**src/csi_pkg.sv**
```systemverilog
package csi_pkg;
    localparam int PIN_COUNT = 4;
    localparam int FN_W = 4;
    localparam int CFG_WORDS = 4;
    localparam logic [1:0] CFG_IDX_PINS = 2'h0;
    localparam logic [1:0] CFG_IDX_OPTS = 2'h1;
    localparam logic [1:0] CFG_IDX_VER = 2'h2;
    localparam logic [1:0] CFG_IDX_POWER = 2'h3;
    localparam logic [1:0] CFG_IDX_LAST = 2'h3;
    // per pin function, pin0 in the low nibble
    localparam logic [15:0] CFG_PINS_RST = 16'h4120;
    localparam logic [15:0] CFG_OPTS_RST = 16'h0000;
    localparam logic [15:0] CFG_VER_RST = 16'h0200;
    localparam logic [15:0] CFG_POWER_RST = 16'h005A;
    localparam int OPT_PULLDOWN = 0;
    localparam int OPT_WAKE = 1;
    localparam int OPT_SELF_POWERED = 2;

    localparam int CLK_HZ = 25_000_000;
    localparam int STRETCH_MS = 50;
    localparam int WAKE_MS = 20;
    localparam int STRETCH_CYCLES = CLK_HZ / 1000 * STRETCH_MS;
    localparam int WAKE_CYCLES = CLK_HZ / 1000 * WAKE_MS;
    localparam int WAKE_CNT_W = 20;

    localparam int ADDR_W = 8;
    localparam logic [7:0] REG_CTRL = 8'h00;
    localparam logic [7:0] REG_STATE = 8'h04;
    localparam logic [7:0] REG_IRQ_STATUS = 8'h08;
    localparam logic [7:0] REG_IRQ_MASK = 8'h0C;
    localparam logic [7:0] REG_CFG_BASE = 8'h10;
    localparam logic [7:0] REG_CFG_LAST = 8'h1C;
    localparam int CTRL_RELOAD = 0;
    localparam int IRQ_W = 4;
    localparam int IRQ_LOADED = 0;
    localparam int IRQ_CHARGER = 1;
    localparam int IRQ_WAKE = 2;
    localparam int IRQ_SUSPEND = 3;
    localparam logic [1:0] RESP_OKAY = 2'h0;
    localparam logic [1:0] RESP_SLVERR = 2'h2;

    typedef enum logic [FN_W-1:0] {
        FN_TRISTATE,
        FN_TX_LED,
        FN_RX_LED,
        FN_TXRX_LED,
        FN_SLEEP,
        FN_POWER_ENABLE_LOW,
        FN_CHARGER,
        FN_CHARGER_LOW
    } csi_fn_type;

    typedef enum logic {ST_LOAD, ST_RUN} csi_state_type;

    typedef struct packed {
        logic [15:0] usb_version;
        logic [15:0] max_power_ma;
        logic self_powered;
        logic full_speed_only;
    } csi_desc_type;
endpackage

```
**src/csi_top.sv**
```systemverilog
`timescale 1ns/1ps
module csi_top #(
    parameter int unsigned STRETCH_LEN = csi_pkg::STRETCH_CYCLES,
    parameter int unsigned WAKE_LEN = csi_pkg::WAKE_CYCLES
) (
    input wire logic ref_clk_i,
    input wire logic rst_n_i,
    input wire logic usb_reset_i,
    input wire logic suspend_i,
    input wire logic dcp_detected_i,
    input wire logic tx_activity_i,
    input wire logic rx_activity_i,
    input wire logic ring_indicator_low_i,
    output logic [csi_pkg::PIN_COUNT-1:0] configurable_pins_o,
    output logic [csi_pkg::PIN_COUNT-1:0] configurable_pins_oe_n_o,
    output logic uart_pulldown_o,
    output logic hold_suspend_o,
    output logic remote_wake_o,
    output logic config_ready_o,
    output csi_pkg::csi_desc_type desc_o,
    output logic irq_o,
    input wire logic [csi_pkg::ADDR_W-1:0] s_axi_awaddr,
    input wire logic s_axi_awvalid,
    output logic s_axi_awready,
    input wire logic [31:0] s_axi_wdata,
    input wire logic [3:0] s_axi_wstrb,
    input wire logic s_axi_wvalid,
    output logic s_axi_wready,
    output logic [1:0] s_axi_bresp,
    output logic s_axi_bvalid,
    input wire logic s_axi_bready,
    input wire logic [csi_pkg::ADDR_W-1:0] s_axi_araddr,
    input wire logic s_axi_arvalid,
    output logic s_axi_arready,
    output logic [31:0] s_axi_rdata,
    output logic [1:0] s_axi_rresp,
    output logic s_axi_rvalid,
    input wire logic s_axi_rready
);
    import csi_pkg::*;
    logic [15:0] mem_reg [CFG_WORDS];
    csi_state_type state_reg;
    csi_desc_type desc_reg;
    logic [15:0] pins_cfg_reg, opts_reg;
    logic [1:0] load_idx_reg, wr_idx, rd_idx, bresp_reg, rresp_reg;
    logic [PIN_COUNT-1:0] pin_reg, pin_oe_n_reg;
    logic [IRQ_W-1:0] irq_status_reg, irq_mask_reg, irq_evt;
    logic [WAKE_CNT_W-1:0] wake_cnt_reg;
    logic [ADDR_W-1:0] aw_addr_reg;
    logic [31:0] w_data_reg, rdata_reg;
    logic [3:0] w_strb_reg;
    logic pulldown_reg, hold_reg, wake_reg, chg_prev_reg, susp_prev_reg, aw_got_reg, w_got_reg, bvalid_reg, rvalid_reg;
    logic tx_st, rx_st, charger, wr_fire, wr_cfg, wr_ok, reload, loaded_evt;
    csi_oneshot #(.LEN(STRETCH_LEN)) u_tx_shot (
        .ref_clk_i(ref_clk_i),
        .rst_n_i(rst_n_i),
        .trigger_i(tx_activity_i),
        .active_o(tx_st)
    );
    csi_oneshot #(.LEN(STRETCH_LEN)) u_rx_shot (
        .ref_clk_i(ref_clk_i),
        .rst_n_i(rst_n_i),
        .trigger_i(rx_activity_i),
        .active_o(rx_st)
    );

    assign charger = dcp_detected_i && suspend_i;
    assign wr_fire = aw_got_reg && w_got_reg && !bvalid_reg;
    assign wr_idx = aw_addr_reg[3:2];
    assign rd_idx = s_axi_araddr[3:2];
    assign wr_cfg = (aw_addr_reg >= REG_CFG_BASE) && (aw_addr_reg <= REG_CFG_LAST) && (aw_addr_reg[1:0] == 2'h0);
    assign wr_ok = wr_cfg || aw_addr_reg == REG_CTRL || aw_addr_reg == REG_IRQ_STATUS || aw_addr_reg == REG_IRQ_MASK;
    assign reload = usb_reset_i || (wr_fire && aw_addr_reg == REG_CTRL && w_strb_reg[0] && w_data_reg[CTRL_RELOAD]);
    assign loaded_evt = (state_reg == ST_LOAD) && (load_idx_reg == CFG_IDX_LAST) && !reload;

    // stored configuration; survives USB reset, rewritten only by software
    always_ff @(posedge ref_clk_i) begin
        if (!rst_n_i) begin
            mem_reg[CFG_IDX_PINS] <= CFG_PINS_RST;
            mem_reg[CFG_IDX_OPTS] <= CFG_OPTS_RST;
            mem_reg[CFG_IDX_VER] <= CFG_VER_RST;
            mem_reg[CFG_IDX_POWER] <= CFG_POWER_RST;
        end else if (wr_fire && wr_cfg) begin
            if (w_strb_reg[0]) begin
                mem_reg[wr_idx][7:0] <= w_data_reg[7:0];
            end
            if (w_strb_reg[1]) begin
                mem_reg[wr_idx][15:8] <= w_data_reg[15:8];
            end
        end
    end

    // scan one word per cycle; pins stay floating until done
    always_ff @(posedge ref_clk_i) begin
        if (!rst_n_i) begin
            state_reg <= ST_LOAD;
            load_idx_reg <= 2'h0;
            pins_cfg_reg <= 16'h0000;
            opts_reg <= 16'h0000;
            desc_reg <= '0;
        end else if (reload) begin
            state_reg <= ST_LOAD;
            load_idx_reg <= 2'h0;
        end else begin
            case (state_reg)
                ST_LOAD: begin
                    case (load_idx_reg)
                        CFG_IDX_PINS: pins_cfg_reg <= mem_reg[CFG_IDX_PINS];
                        CFG_IDX_OPTS: opts_reg <= mem_reg[CFG_IDX_OPTS];
                        CFG_IDX_VER: desc_reg.usb_version <= mem_reg[CFG_IDX_VER];
                        default: desc_reg.max_power_ma <= mem_reg[CFG_IDX_POWER];
                    endcase
                    desc_reg.self_powered <= opts_reg[OPT_SELF_POWERED];
                    desc_reg.full_speed_only <= 1'b1;
                    load_idx_reg <= load_idx_reg + 2'h1;
                    if (load_idx_reg == CFG_IDX_LAST) begin
                        state_reg <= ST_RUN;
                    end
                end
                ST_RUN: state_reg <= ST_RUN;
                default: state_reg <= ST_LOAD;
            endcase
        end
    end

    // pin function mux, registered so pins never glitch
    always_ff @(posedge ref_clk_i) begin
        if (!rst_n_i) begin
            pin_reg <= '0;
            pin_oe_n_reg <= '1;
        end else begin
            for (int i = 0; i < PIN_COUNT; i++) begin
                pin_reg[i] <= 1'b0;
                pin_oe_n_reg[i] <= 1'b1;
                if (state_reg == ST_RUN) begin
                    case (csi_fn_type'(pins_cfg_reg[i*FN_W +: FN_W]))
                        FN_TX_LED: pin_oe_n_reg[i] <= !tx_st;
                        FN_RX_LED: pin_oe_n_reg[i] <= !rx_st;
                        FN_TXRX_LED: pin_oe_n_reg[i] <= !(tx_st || rx_st);
                        FN_SLEEP: begin
                            pin_reg[i] <= !suspend_i;
                            pin_oe_n_reg[i] <= 1'b0;
                        end
                        FN_POWER_ENABLE_LOW: begin
                            pin_reg[i] <= suspend_i;
                            pin_oe_n_reg[i] <= 1'b0;
                        end
                        FN_CHARGER: begin
                            pin_reg[i] <= charger;
                            pin_oe_n_reg[i] <= 1'b0;
                        end
                        FN_CHARGER_LOW: begin
                            pin_reg[i] <= !charger;
                            pin_oe_n_reg[i] <= 1'b0;
                        end
                        default: pin_oe_n_reg[i] <= 1'b1;
                    endcase
                end
            end
        end
    end

    always_ff @(posedge ref_clk_i) begin
        if (!rst_n_i) begin
            pulldown_reg <= 1'b0;
            hold_reg <= 1'b0;
        end else begin
            pulldown_reg <= (state_reg == ST_RUN) && opts_reg[OPT_PULLDOWN] && suspend_i;
            hold_reg <= dcp_detected_i;
        end
    end

    // ring must stay low the whole wait; a bounce restarts it
    always_ff @(posedge ref_clk_i) begin
        if (!rst_n_i) begin
            wake_cnt_reg <= '0;
            wake_reg <= 1'b0;
        end else if (!(suspend_i && opts_reg[OPT_WAKE] && state_reg == ST_RUN)) begin
            wake_cnt_reg <= '0;
            wake_reg <= 1'b0;
        end else if (!ring_indicator_low_i && !wake_reg) begin
            if (wake_cnt_reg == WAKE_CNT_W'(WAKE_LEN - 1)) begin
                wake_reg <= 1'b1;
            end else begin
                wake_cnt_reg <= wake_cnt_reg + 1'b1;
            end
        end else if (!wake_reg) begin
            wake_cnt_reg <= '0;
        end
    end
    assign irq_evt[IRQ_LOADED] = loaded_evt;
    assign irq_evt[IRQ_CHARGER] = charger && !chg_prev_reg;
    assign irq_evt[IRQ_WAKE] = (wake_cnt_reg == WAKE_CNT_W'(WAKE_LEN - 1)) && !wake_reg && !ring_indicator_low_i;
    assign irq_evt[IRQ_SUSPEND] = suspend_i && !susp_prev_reg;

    // set beats a same-cycle write-one clear
    always_ff @(posedge ref_clk_i) begin
        if (!rst_n_i) begin
            irq_status_reg <= '0;
            irq_mask_reg <= '0;
            chg_prev_reg <= 1'b0;
            susp_prev_reg <= 1'b0;
        end else begin
            chg_prev_reg <= charger;
            susp_prev_reg <= suspend_i;
            if (wr_fire && aw_addr_reg == REG_IRQ_STATUS && w_strb_reg[0]) begin
                irq_status_reg <= (irq_status_reg & ~w_data_reg[IRQ_W-1:0]) | irq_evt;
            end else begin
                irq_status_reg <= irq_status_reg | irq_evt;
            end
            if (wr_fire && aw_addr_reg == REG_IRQ_MASK && w_strb_reg[0]) begin
                irq_mask_reg <= w_data_reg[IRQ_W-1:0];
            end
        end
    end

    // write channel: address and data latched independently
    always_ff @(posedge ref_clk_i) begin
        if (!rst_n_i) begin
            aw_got_reg <= 1'b0;
            w_got_reg <= 1'b0;
            aw_addr_reg <= '0;
            w_data_reg <= 32'h0000_0000;
            w_strb_reg <= 4'h0;
            bvalid_reg <= 1'b0;
            bresp_reg <= RESP_OKAY;
        end else begin
            if (s_axi_awvalid && s_axi_awready) begin
                aw_got_reg <= 1'b1;
                aw_addr_reg <= s_axi_awaddr;
            end
            if (s_axi_wvalid && s_axi_wready) begin
                w_got_reg <= 1'b1;
                w_data_reg <= s_axi_wdata;
                w_strb_reg <= s_axi_wstrb;
            end
            if (wr_fire) begin
                aw_got_reg <= 1'b0;
                w_got_reg <= 1'b0;
                bvalid_reg <= 1'b1;
                bresp_reg <= wr_ok ? RESP_OKAY : RESP_SLVERR;
            end else if (s_axi_bready) begin
                bvalid_reg <= 1'b0;
            end
        end
    end

    always_ff @(posedge ref_clk_i) begin
        if (!rst_n_i) begin
            rvalid_reg <= 1'b0;
            rdata_reg <= 32'h0000_0000;
            rresp_reg <= RESP_OKAY;
        end else if (s_axi_arvalid && s_axi_arready) begin
            rvalid_reg <= 1'b1;
            rresp_reg <= RESP_OKAY;
            rdata_reg <= 32'h0000_0000;
            if (s_axi_araddr == REG_STATE) begin
                rdata_reg[3:0] <= {charger, suspend_i, wake_reg, state_reg == ST_RUN};
            end else if (s_axi_araddr == REG_IRQ_STATUS) begin
                rdata_reg[IRQ_W-1:0] <= irq_status_reg;
            end else if (s_axi_araddr == REG_IRQ_MASK) begin
                rdata_reg[IRQ_W-1:0] <= irq_mask_reg;
            end else if (s_axi_araddr >= REG_CFG_BASE && s_axi_araddr <= REG_CFG_LAST
                         && s_axi_araddr[1:0] == 2'h0) begin
                rdata_reg[15:0] <= mem_reg[rd_idx];
            end else if (s_axi_araddr != REG_CTRL) begin
                rresp_reg <= RESP_SLVERR;
            end
        end else if (s_axi_rready) begin
            rvalid_reg <= 1'b0;
        end
    end

    assign s_axi_awready = !aw_got_reg && !bvalid_reg;
    assign s_axi_wready = !w_got_reg && !bvalid_reg;
    assign s_axi_bvalid = bvalid_reg;
    assign s_axi_bresp = bresp_reg;
    assign s_axi_arready = !rvalid_reg;
    assign s_axi_rvalid = rvalid_reg;
    assign s_axi_rdata = rdata_reg;
    assign s_axi_rresp = rresp_reg;
    assign configurable_pins_o = pin_reg;
    assign configurable_pins_oe_n_o = pin_oe_n_reg;
    assign uart_pulldown_o = pulldown_reg;
    assign hold_suspend_o = hold_reg;
    assign remote_wake_o = wake_reg;
    assign config_ready_o = (state_reg == ST_RUN);
    assign desc_o = desc_reg;
    assign irq_o = |(irq_status_reg & irq_mask_reg);
endmodule

```
**src/csi_oneshot.sv**
```systemverilog
`timescale 1ns/1ps
module csi_oneshot #(
    parameter int unsigned LEN = 16
) (
    input wire logic ref_clk_i,
    input wire logic rst_n_i,
    input wire logic trigger_i,
    output logic active_o
);
    localparam int CW = $clog2(LEN + 1);
    logic [CW-1:0] cnt_reg;

    // retrigger restarts the full length, so bursts read as one long pulse
    always_ff @(posedge ref_clk_i) begin
        if (!rst_n_i) begin
            cnt_reg <= '0;
        end else if (trigger_i) begin
            cnt_reg <= CW'(LEN);
        end else if (cnt_reg != '0) begin
            cnt_reg <= cnt_reg - 1'b1;
        end
    end

    assign active_o = (cnt_reg != '0);
endmodule

```
**config.mk**
```make
export PLATFORM = sky130hd
export DESIGN_NAME = csi_top
export DESIGN_NICKNAME = d
export VERILOG_FILES = /design/src/csi_pkg.sv /design/src/csi_top.sv /design/src/csi_oneshot.sv
export SDC_FILE = /design/constraint.sdc
export NUM_CORES = 1
export LEC_CHECK = 0
export BUFFER_PORTS_ARGS = -buffer_cell sky130_fd_sc_hd__buf_4
export CAP_MARGIN = 10
export CORE_MARGIN = 4
export CORE_UTILIZATION = 60
export DETAILED_ROUTE_END_ITERATION = 12
export HOLD_SLACK_MARGIN = 0.08
export PLACE_DENSITY_LB_ADDON = 0.1
export SLEW_MARGIN = 20
export SYNTH_ARGS = -nofsm -noshare
export SYNTH_HDL_FRONTEND = slang
export SYNTH_HIERARCHICAL = 1
export SYNTH_SLANG_ARGS = --single-unit
```
**constraint.sdc**
```tcl
create_clock -name ref_clk_i -period 5.9 [get_ports ref_clk_i]
set_input_delay 0.295 -clock ref_clk_i [delete_from_list [all_inputs] [get_ports ref_clk_i]]
set_output_delay 0.295 -clock ref_clk_i [all_outputs]
set_load 0.02 [all_outputs]
```
==> impl_metrics.toml <==
[critical_path]
crit_fanout = 11
cp.required_ns = 6.05
start_kind = "register"
cp.arrival_ns = 3.31
r2r_cells = 4
path_class = "register to register"
cp-end-kind = "register"

[clock_network]
insertion_delay_ns = 0.53
cts_max_path_buffers = 3
clk_pin_slew_worst_paths_ns = 0.06
cts_tree = "yes"
clock_sinks = 251
cts_buffers = 27
root_buffer = "clkbuf_16"
ctsHtreeMaxLevel = 1
post_cts_resized = 0

[layout]
fin_nets = 1344
antennaDiodeCount = 0
areaGrowthSynthToFinish_pct = 17.7
drive_gt1_share_pct = 15.9
largest_register_ffs = 64

[timing]
rsz0062_at_grt = "no"
drv_slew = 0
fin_tns_setup_ns = 0
slew_headroom_pct = 30.3
finalHoldViolCount = 0
setup_viol = 0
clock.fmax_mhz = 317
skew_ns = 0.0150
period_share_pct = 53.5
tightest_slew_ns = 1.03
layout_min_cycle_time_ns = 3.16
setup_slack_ns = 2.74

[global_routing]
track_usage_pct = 23.9
antenna_found_initial = 0
grt_max_degree = 85
first_global_vias = 8254
grt_pass1_wl_um = 42600
overflow = 0

[route]
first_iter_violations = 491
drt_pass1_iterations = 5
detail-route-antenna-nets = 0
drc = 0
wl_per_cell_um = 17.1
via_count = 8702
viasPerCell = 5.71
routed_wl_um = 26100

[die]
rows = 50
fp.coreArea_um2 = 18700
ioPinCount = 153
initial_core_util_pct = 61.1
die_area_um2 = 21300
fp.dieW_um = 146
fp.dieH_um = 146

[synth]
yosys.area.top_type = "dfxtp_1"
synth_edf_count = 64
avgSynthCellArea_um2 = 9.93
synth_top_area_share_pct = 32.7
syn_area_um2 = 11400
yosysMostFrequentCell = "nand2_1"
synth_area_leaders = "dfxtp_1, edfxtp_1, nand2_1"
synth-seq-cells = 251
synth_cells = 1152
ys_top_cells_by_count = "nand2_1, dfxtp_1, a21oi_1, edfxtp_1, mux2i_1"
synthArstFlopShare_pct = 0
synth_cell_type_count = 70
yosys_warnings = 6
ys_seq_area_share_pct = 49.5
synthFlopType = "dfxtp_1"

[placement]
dp_hpwl_um = 17900
io_buffer_count = 116
pre_cts_ws_ns = 2.76
gp_congestion = 0.818

[flow_run]
drv_cap = 0

[hold_path]
hold_depth = 3
hold_class = "input port to register"

[status]
status = "completed"

[pwr]
vdd_drop_max_uv = 221
power.density_nw_per_um2 = 290
p_leak_nw = 5.09
-- critical path, cell delays in order, from the launching register on --
cell and delay (ns):
dfxtp_1 0.31, or4_4 0.57, nor3_2 0.84, nand2_1 0.18, o21ai_0 0.87
-- worst paths after layout --
check | start | slack (ns) | endpoint
setup reg to reg | aw_addr_reg[1] | 2.74 | mem_reg[3][14]
hold / removal | suspend_i | 0.14 | s_axi_rdata[3]
setup / recovery | aw_addr_reg[1] | 2.74 | mem_reg[3][14]
hold reg to reg | chg_prev_reg | 0.41 | irq_status_reg[1]
-- through the flow --
stage	util (%)	power, mW	cells	instance area, µm²	hold slack [ns]
2_1_floorplan	-	2.19	1169	11500	0.373
3_3_place_gp	65.5	2.28	1440	12300	0.401
3_5_place_dp	65.5	2.29	1440	12300	0.403
4_1_cts	71.9	3.94	1523	13500	0.122
5_1_grt	71.9	4.05	1523	13500	0.147
6_report	71.9	3.91	1523	13500	0.139
-- per-layer routing --
metal	routed length, µm	share of wire, %	global-route usage [%]	up-vias
met1	11700	45	33.0	4132
met2	12600	48	40.0	218
met3	1170	4.5	3.10	39
met5	0	0	0	-
met4	602	2.3	6.68	0
li1	-	-	-	4313
-- logic make-up after synthesis --
| family | after synthesis | synth area share [%] |
|---|---|---|
| and+or+nand+nor | 501 | 24.0 |
| DFF | 251 | 49.5 |
| AOI/OAI and AO/OA | 181 | 10.3 |
| buffers and inverters | 97 | 4.29 |
| muxes | 76 | 8.07 |
| xor gates and xnor gates | 35 | 2.68 |
| adders and majority gates | 10 | 1.09 |
| other | 1 | 0.0328 |
-- layout by cell type, fill, tap and decap left out, drive strengths merged, types with 9 or more instances in the layout --
cell,Yosys,layout
or4,19,19
nand4,13,13
nand2,209,209
a21oi,74,74
nor3,11,11
dlygate4sd3,0,34
xor2,9,9
o21a,20,20
conb,1,18
nand2b,25,25
inv,13,15
o211ai,10,10
buf,41,121
nand3,31,31
edfxtp,64,64
or3,19,19
and3,21,21
xnor2,26,26
mux4,13,13
mux2i,63,63
a211oi,9,9
nor2,45,45
and2,52,52
dfxtp,187,187
clkbuf,43,38
ha,10,10
o21ai,30,30
nor4,24,24
-- timing repair --
action,in CTS,in global routing
setup buffers,0,0
hold endpoints to repair,47,0
hold buffers,34,0
-- area by class of cell --
cell class	instances	area (µm²)
clock buffers	38	747
clock inverters	11	111
fillers	1353	5250
inverters	13	48.8
multi-input cells	821	5340
flip-flops and latches	251	5670
well taps	234	293
repair buffers	155	1250
-- report_power, final --
part	total, mW	internal, mW	switching, mW
clock	1.63	0.969	0.663
combinational	0.383	0.166	0.216
sequential	1.89	1.83	0.0671
total	3.91	2.96	0.947
Note: power is estimated with default switching activity, not from simulation.
